<file path="src/hw/bgd_pkg.sv">
// Package: constants, states and carriers for the buck gate drive mode logic
package bgd_pkg;

    // ************************************************************
    // Timing
    // ************************************************************
    localparam int CLK_PERIOD_NS   = 10;    // 100 MHz system clock
    localparam int PWM_TS_NS       = 60;    // PWM tri-state activation time
    localparam int SKIP_TS_NS      = 1000;  // Mode tri-state activation time (1 us)
    localparam int CCM_HOLD_NS     = 4000;  // Forced CCM after PWM leaves tri-state (4 us)
    localparam int WAKE_MAX_NS     = 50000; // Wake from ultra-low state (50 us)
    // Least times round up, longest rounds down
    localparam int PWM_TS_CYC   = (PWM_TS_NS + CLK_PERIOD_NS - 1) / CLK_PERIOD_NS;
    localparam int SKIP_TS_CYC  = (SKIP_TS_NS + CLK_PERIOD_NS - 1) / CLK_PERIOD_NS;
    localparam int CCM_HOLD_CYC = (CCM_HOLD_NS + CLK_PERIOD_NS - 1) / CLK_PERIOD_NS;
    localparam int WAKE_CYC_DEF = WAKE_MAX_NS / CLK_PERIOD_NS;
    localparam int WAKE_WAKE_CYC = 16;      // Our own wake settle time, well inside the bound
    localparam int CNT_W        = 16;       // Counter width

    // ************************************************************
    // Three-level input encoding
    // ************************************************************
    typedef enum logic [1:0] {
        BGD_LVL_LOW  = 2'h0,
        BGD_LVL_HIGH = 2'h1,
        BGD_LVL_MID  = 2'h2                 // Inside the tri-state window
    } bgd_level_type;

    // ************************************************************
    // Operating states, one-hot
    // ************************************************************
    typedef enum logic [4:0] {
        BGD_ST_OFF  = 5'h01,                // Lockout, gates low
        BGD_ST_RUN  = 5'h02,                // Normal switching
        BGD_ST_LQ   = 5'h04,                // Low quiescent state
        BGD_ST_ULQ  = 5'h08,                // Ultra-low quiescent state
        BGD_ST_WAKE = 5'h10                 // Waking from ultra-low
    } bgd_state_type;

    // Gate command carrier
    typedef struct packed {
        logic high_side;                    // Control FET gate
        logic low_side_drive;               // Sync FET gate
        logic boot_switch;                  // Bootstrap charge FET
    } bgd_gate_type;

    // Mode/status carrier
    typedef struct packed {
        logic low_quiescent_state;          // PWM tri-stated
        logic ultra_low_quiescent_state;    // Both inputs tri-stated
        logic zx_enabled;                   // Zero-cross detection armed
        logic ccm_forced;                   // Inside the post-tri-state CCM hold
        logic uvlo_comp_on;                 // Lockout comparator powered
    } bgd_status_type;

endpackage : bgd_pkg

</file>
<file path="src/hw/bgd_gate_ctrl.sv">
// Gate drive mode logic for a synchronous buck power stage
`timescale 1ns/10ps
`default_nettype none
module bgd_gate_ctrl #(
    parameter int WAKE_CYC = bgd_pkg::WAKE_CYC_DEF  // Wake bound, shortenable
) (
    input  wire logic                   clock,        // 100 MHz clock
    input  wire logic                   rst,          // Async reset, high
    input  wire logic                   uvlo_rising,  // Supply above upper threshold
    input  wire logic                   uvlo_falling, // Supply below lower threshold
    input  wire bgd_pkg::bgd_level_type pwm_in,       // Three-level PWM
    input  wire bgd_pkg::bgd_level_type skip_in,      // Three-level mode select
    input  wire logic                   zero_cross_detect, // Zero inductor current
    output var  bgd_pkg::bgd_gate_type  gate,         // Gate commands
    output var  bgd_pkg::bgd_status_type status       // Mode status
);
    import bgd_pkg::*;

    // ************************************************************
    // Input qualification
    // ************************************************************
    bgd_level_type pwm_q;                   // Qualified PWM
    bgd_level_type skip_q;                  // Qualified mode select

    bgd_tristate_filter #(.HOLD_CYC(PWM_TS_CYC)) u_pwm_filt (
        .clock     (clock),
        .rst       (rst),
        .level_in  (pwm_in),
        .level_out (pwm_q)
    );

    bgd_tristate_filter #(.HOLD_CYC(SKIP_TS_CYC)) u_skip_filt (
        .clock     (clock),
        .rst       (rst),
        .level_in  (skip_in),
        .level_out (skip_q)
    );

    // ************************************************************
    // Lockout tracking with hysteresis
    // ************************************************************
    bgd_state_type    state;                // Current state, also gates the lockout
    bgd_state_type    next_state;
    logic supply_ok;                        // Driver operational
    logic next_supply_ok;

    // Comparator is off in ultra-low, so lockout state is frozen there
    always_comb begin
        next_supply_ok = supply_ok;
        if (state != BGD_ST_ULQ) begin
            if (!supply_ok && uvlo_rising) begin
                next_supply_ok = 1'b1;
            end else if (supply_ok && uvlo_falling) begin
                next_supply_ok = 1'b0;
            end
        end
    end

    // ************************************************************
    // Mode state machine and counters
    // ************************************************************
    logic [CNT_W-1:0] ccm_cnt;              // Remaining forced CCM cycles
    logic [CNT_W-1:0] next_ccm_cnt;
    logic [CNT_W-1:0] wake_cnt;             // Wake settle counter
    logic [CNT_W-1:0] next_wake_cnt;
    logic             zx_seen;              // Zero-cross latched this low phase
    logic             next_zx_seen;

    always_comb begin
        next_state    = state;
        next_ccm_cnt  = (ccm_cnt != '0) ? ccm_cnt - CNT_W'(1) : ccm_cnt;
        next_wake_cnt = '0;
        case (state)
            BGD_ST_OFF: begin
                if (next_supply_ok) begin
                    next_state = BGD_ST_RUN;
                end
            end
            BGD_ST_RUN: begin
                if (!next_supply_ok) begin
                    next_state = BGD_ST_OFF;
                end else if (pwm_q == BGD_LVL_MID && skip_q == BGD_LVL_MID) begin
                    next_state = BGD_ST_ULQ;
                end else if (pwm_q == BGD_LVL_MID) begin
                    next_state = BGD_ST_LQ;
                end
            end
            BGD_ST_LQ: begin
                if (!next_supply_ok) begin
                    next_state = BGD_ST_OFF;
                end else if (skip_q == BGD_LVL_MID) begin
                    next_state = BGD_ST_ULQ;
                end else if (pwm_q != BGD_LVL_MID) begin
                    next_state   = BGD_ST_RUN;
                    next_ccm_cnt = CNT_W'(CCM_HOLD_CYC);
                end
            end
            BGD_ST_ULQ: begin
                if (skip_q == BGD_LVL_LOW) begin
                    next_state = BGD_ST_WAKE;
                end
            end
            BGD_ST_WAKE: begin
                next_wake_cnt = wake_cnt + CNT_W'(1);
                if (!next_supply_ok) begin
                    next_state = BGD_ST_OFF;
                end else if (wake_cnt >= CNT_W'(WAKE_WAKE_CYC - 1)) begin
                    next_state   = (pwm_q == BGD_LVL_MID) ? BGD_ST_LQ : BGD_ST_RUN;
                    next_ccm_cnt = CNT_W'(CCM_HOLD_CYC);  // Comparator settles too
                end
            end
            default: begin
                next_state = BGD_ST_OFF;
            end
        endcase
    end

    // ************************************************************
    // Gate decision
    // ************************************************************
    bgd_gate_type   next_gate;
    bgd_status_type next_status;
    logic           zx_armed;               // Zero-cross comparator enabled

    // Mode select only matters outside the CCM hold; high means FCCM
    assign zx_armed = (skip_q == BGD_LVL_LOW) && (next_ccm_cnt == '0);

    always_comb begin
        next_gate    = '0;                  // Default: all three gates low
        next_zx_seen = 1'b0;
        if (next_state == BGD_ST_RUN) begin
            if (pwm_q == BGD_LVL_HIGH) begin
                next_gate.high_side = 1'b1;
            end else if (pwm_q == BGD_LVL_LOW) begin
                // Once zero current is seen, low side stays off this phase
                next_zx_seen = zx_seen || (zx_armed && zero_cross_detect);
                next_gate.low_side_drive = !next_zx_seen;
            end
        end
        // Exclusive by construction; guard anyway since a glitch costs a FET
        if (next_gate.high_side) begin
            next_gate.low_side_drive = 1'b0;
        end
        next_gate.boot_switch = next_gate.low_side_drive;
        next_status.low_quiescent_state       = (next_state == BGD_ST_LQ);
        next_status.ultra_low_quiescent_state = (next_state == BGD_ST_ULQ);
        next_status.zx_enabled   = zx_armed && (next_state == BGD_ST_RUN);
        next_status.ccm_forced   = (next_ccm_cnt != '0);
        next_status.uvlo_comp_on = (next_state != BGD_ST_ULQ);
    end

    always_ff @(posedge clock or posedge rst) begin
        if (rst) begin
            supply_ok <= 1'b0;
            state     <= BGD_ST_OFF;
            ccm_cnt   <= '0;
            wake_cnt  <= '0;
            zx_seen   <= 1'b0;
            gate      <= '0;
            status    <= '0;
        end else begin
            supply_ok <= next_supply_ok;
            state     <= next_state;
            ccm_cnt   <= next_ccm_cnt;
            wake_cnt  <= next_wake_cnt;
            zx_seen   <= next_zx_seen;
            gate      <= next_gate;
            status    <= next_status;
        end
    end
endmodule : bgd_gate_ctrl
`default_nettype wire

</file>
<file path="src/hw/bgd_tristate_filter.sv">
// Tri-state window qualifier: level must dwell in the window for a time
`timescale 1ns/10ps
`default_nettype none
module bgd_tristate_filter #(
    parameter int HOLD_CYC = 6              // Cycles the window must persist
) (
    input  wire logic                 clock,     // System clock
    input  wire logic                 rst,       // Async reset, high
    input  wire bgd_pkg::bgd_level_type level_in, // Raw three-level input
    output var  bgd_pkg::bgd_level_type level_out // Qualified level
);
    import bgd_pkg::*;

    logic [CNT_W-1:0] cnt;                  // Dwell counter
    logic [CNT_W-1:0] next_cnt;
    bgd_level_type    lvl;                  // Qualified level register
    bgd_level_type    next_lvl;

    // ************************************************************
    // Dwell counting
    // ************************************************************
    // Highs and lows pass at once; only the window is delayed, so a slow edge
    // crossing the window in fewer than HOLD_CYC cycles never looks like tri-state.
    always_comb begin
        next_cnt = '0;
        next_lvl = level_in;
        if (level_in == BGD_LVL_MID) begin
            next_lvl = lvl;                 // Hold last valid level meanwhile
            if (lvl == BGD_LVL_MID) begin
                next_cnt = cnt;
            end else if (cnt >= CNT_W'(HOLD_CYC - 1)) begin
                next_lvl = BGD_LVL_MID;     // Window qualified
            end else begin
                next_cnt = cnt + CNT_W'(1);
            end
        end
    end

    always_ff @(posedge clock or posedge rst) begin
        if (rst) begin
            cnt <= '0;
            lvl <= BGD_LVL_LOW;
        end else begin
            cnt <= next_cnt;
            lvl <= next_lvl;
        end
    end

    assign level_out = lvl;

endmodule : bgd_tristate_filter
`default_nettype wire

</file>
<file path="config.mk">
export PLATFORM = sky130hd
export DESIGN_NAME = bgd_gate_ctrl
export DESIGN_NICKNAME = d
export VERILOG_FILES = /design/src/hw/bgd_pkg.sv /design/src/hw/bgd_gate_ctrl.sv /design/src/hw/bgd_tristate_filter.sv
export SDC_FILE = /design/constraint.sdc
export NUM_CORES = 1
export LEC_CHECK = 0
export BUFFER_PORTS_ARGS = -buffer_cell sky130_fd_sc_hd__buf_2
export CORE_MARGIN = 2
export CORE_UTILIZATION = 35
export DETAILED_ROUTE_END_ITERATION = 12
export GPL_ROUTABILITY_DRIVEN = 0
export GPL_TIMING_DRIVEN = 0
export SYNTH_ARGS = -nofsm -noshare
export SYNTH_HDL_FRONTEND = slang
export SYNTH_SLANG_ARGS = --single-unit
</file>
<file path="constraint.sdc">
create_clock -name clock -period 3.3 [get_ports clock]
set_input_delay 0.495 -clock clock [delete_from_list [all_inputs] [get_ports clock]]
set_output_delay 0.495 -clock clock [all_outputs]
set_load 0.02 [all_outputs]
</file>
==> flow_summary.json <==
{
  "power.share.sequential": 0.465,
  "clock-root-buffer": "clkbuf_16",
  "dieHeight_um": 112,
  "critPathKind": "reg2reg",
  "multi_input_comb_area_um2": 1910,
  "synthMuxAreaShare": 0.0203,
  "critPathMaxFanout": 10,
  "required_ps": 3510,
  "max_freq_ghz": 0.363,
  "clk_latency_ps": 330,
  "netSwitchingPower_uw": 832,
  "synth.avg_cell_area_um2": 9.38,
  "swShare": 0.312,
  "clkSlewWorstSetupHoldPaths_ps": 60,
  "fp.coreArea_um2": 11400,
  "setup_violations": 0,
  "synth_edf_count": 0,
  "cp_cell_sequence": "inv_1 > ha_1 > nor4b_4 > nand2_1 > nor4_1 > o21ai_1 > nor4_2 > nand3_1 > nor4_1",
  "clock_skew_ps": 6.26,
  "numCtsBuffers": 9,
  "synth-main-ff-cell": "dfrtp_1",
  "rsz0062_at_grt": "no",
  "yosys.area_share.adder": 0.0215,
  "yosys.area_share.simple": 0.281,
  "period_share": 0.836,
  "io_pins": 17,
  "async_reset_ff_frac": 1.00,
  "worstMarginPinSlew_ps": 818,
  "cts.sinks": 82,
  "dpl.hpwl_mm": 5.77,
  "hold_class": "in2async",
  "post_cts_buffers": 0,
  "grt_pass1_wl_mm": 14.3,
  "synth-compound-area-share": 0.106,
  "drive_gt1_frac": 0.107,
  "power_density_nw_per_um2": 576,
  "final_cell_area_um2": 4630,
  "worstRegToRegCells": 9,
  "synthCells": 434,
  "maxSlewViolCount": 0,
  "r2r_start": "ccm_cnt[0]$_DFF_PP0_",
  "fillCellCount": 1121,
  "grt_pass1_vias": 3016,
  "grt_max_degree": 72,
  "start_kind": "register",
  "layout.area.seq_um2": 2050,
  "wl_mm": 8.12,
  "grt_remaining_overflow": 0,
  "cts_hold_buf": 0,
  "portBuffers": 16,
  "diodes": 0,
  "cts_resized": 0,
  "track_usage": 0.140,
  "cts_tree": "built",
  "drc": 0,
  "rows": 39,
  "area_delta_synth_final_pct": 13.8,
  "period_needed_ps": 2760,
  "wl_per_cell_um": 13.3,
  "vias_per_cell": 5.24,
  "finalHoldViolations": 0,
  "drtIter0Drc": 178,
  "synth_top_family_by_area": "simple AND/OR/NAND/NOR gates",
  "ys_seq_area_frac": 0.505,
  "fin_nets": 478,
  "cpMostUsedCell": "nor4_1",
  "synth_seq_cells": 82,
  "cap_viol_max_count": 0,
  "htree_levels": 3,
  "ff2ff_setup_slack_ps": 540,
  "dr_total_vias": 3195,
  "critical-path-max-stage-delay_ps": 490,
  "r2r_end": "status[2]$_DFF_PP0_",
  "ys_warn_count": 0,
  "dr.pass1.iters": 4,
  "fin_tns_setup_ps": 0,
  "synth_xor_area_frac": 0.0409,
  "dpl_cell_area_um2": 4360,
  "ys_types": 51,
  "die_area_um2": 12500,
  "comb_power_share": 0.196,
  "mappedNetlistArea_um2": 4070,
  "critPathArrivalTime_ps": 2970,
  "status": "finished clean",
  "path_buf_inv": 1,
  "syn_nets": 450,
  "cp_top_family": "simple AND/OR/NAND/NOR gates",
  "antenna_found_initial": 0,
  "p_int_uw": 1830,
  "maxSlewHeadroom": 0.449,
  "antenna_left": 0,
  "initial_utilization": 0.358,
  "crit_slowest_cell": "nor4b_4",
  "pwr-share-clk": 0.340,
  "crit_path_end_kind": "register",
  "peakVddDrop_v": 0.000265,
  "cts_buffer_depth": 2,
  "power_leakage_uw": 0.00200,
  "die_w_um": 112
}
[how the worst max path moves through the flow]
| stage | start | end | slack [ps] | depth (start not counted) |
|---|---|---|---|---|
| after global routing | ccm_cnt[0]$_DFF_PP0_ | status[2]$_DFF_PP0_ | 220 | 9 |
| final | ccm_cnt[0]$_DFF_PP0_ | status[2]$_DFF_PP0_ | 540 | 9 |
| after floorplan | rst | ccm_cnt[0]$_DFF_PP0_ | 700 | 1 |
| after detailed placement | ccm_cnt[0]$_DFF_PP0_ | status[2]$_DFF_PP0_ | 560 | 9 |
| after global placement | rst | ccm_cnt[0]$_DFF_PP0_ | -340 | 2 |
| after CTS | ccm_cnt[0]$_DFF_PP0_ | status[2]$_DFF_PP0_ | 540 | 9 |
[metrics by stage]
stage	hold slack [ps]	total power [uW]	instances	utilization	setup WS [ps]
detailed placement	424	1770	594	0.383	563
CTS	67.9	2690	610	0.407	543
floorplan	433	1640	434	-	698
global placement	449	1760	593	0.381	-340
finish	66.8	2670	610	0.407	542
global route	68.7	2840	610	0.407	216
[synthesized netlist by cell type (4+ instances only)]
library cell | n | area [um^2]
xnor2_1 | 9 | 78.8
nand4_1 | 9 | 56.3
nor4_1 | 13 | 81.3
and3_1 | 11 | 68.8
nand2_1 | 27 | 101
nand3_1 | 21 | 105
dfrtp_1 | 81 | 2030
xor2_1 | 10 | 87.6
and2_1 | 4 | 25.0
clkbuf_1 | 7 | 26.3
a21oi_1 | 24 | 120
nor2_1 | 79 | 297
nor2b_1 | 5 | 31.3
a31oi_1 | 11 | 68.8
or3_1 | 5 | 31.3
o21ai_0 | 22 | 110
ha_1 | 7 | 87.6
nor3_1 | 18 | 90.1
inv_1 | 16 | 60.1
nand2b_1 | 7 | 43.8
mux2i_1 | 6 | 60.1
[layout by cell type (no fill, tap or decap), types with 9 or more instances in the layout]
cell,n
nor3_1,18
buf_2,18
and3_1,11
dfrtp_1,81
clkbuf_16,9
o21ai_0,22
nand2_1,27
xnor2_1,9
nor2_1,79
nand3_1,21
nand4_1,9
a31oi_1,11
inv_1,15
a21oi_1,24
nor4_1,13
xor2_1,10
[layer usage]
layer | vias up | part of all wire | track usage
met3 | 9 | 0.036 | 0.0430
met5 | - | 0 | 0
met1 | 1549 | 0.52 | 0.199
li1 | 1590 | - | -
met4 | 0 | 0.011 | 0.0395
met2 | 47 | 0.44 | 0.207
[flip-flops by register name (all words and copies together), names as in the netlist]
signal / count
u_skip_filt.level_out: 2
zx_seen: 1
supply_ok: 1
u_skip_filt.cnt: 16
state: 5
wake_cnt: 16
u_pwm_filt.cnt: 16
u_pwm_filt.level_out: 2
gate: 2
ccm_cnt: 16
status: 5
[worst reg2reg max path: cells and delay by family, from the launching register on]
| kind | cells | cell delay (ps) |
|---|---|---|
| AOI/OAI and AO/OA | 1 | 130 |
| adders and majority gates | 1 | 170 |
| buffers and inverters | 1 | 130 |
| DFF | 1 | 450 |
| and+or+nand+nor | 6 | 1760 |
[cell type report]
class / instances / area share
clock buffers: 10 / 0.0494
well taps: 143 / 0.0386
multi-input cells: 326 / 0.413
repair buffers: 17 / 0.0232
inverters: 16 / 0.0135
plain buffers: 10 / 0.00946
clock inverters: 6 / 0.00946
flip-flops and latches: 82 / 0.443
[power by group through the flow]
stage | clock network, uW | logic (uW) | registers [uW]
2_1_floorplan | 0 | 407 | 1230
3_3_place_gp | 0 | 508 | 1250
3_5_place_dp | 0 | 518 | 1250
4_1_cts | 935 | 520 | 1240
5_1_grt | 983 | 603 | 1250
6_report | 906 | 521 | 1240
[kinds of logic after synthesis]
family,count (synthesis)
AOI/OAI and AO/OA,73
and+or+nand+nor,219
buffers and inverters,26
xor gates and xnor gates,19
adders and majority gates,7
muxes,8
DFF,82
Note: power is estimated with default switching activity, not from simulation.
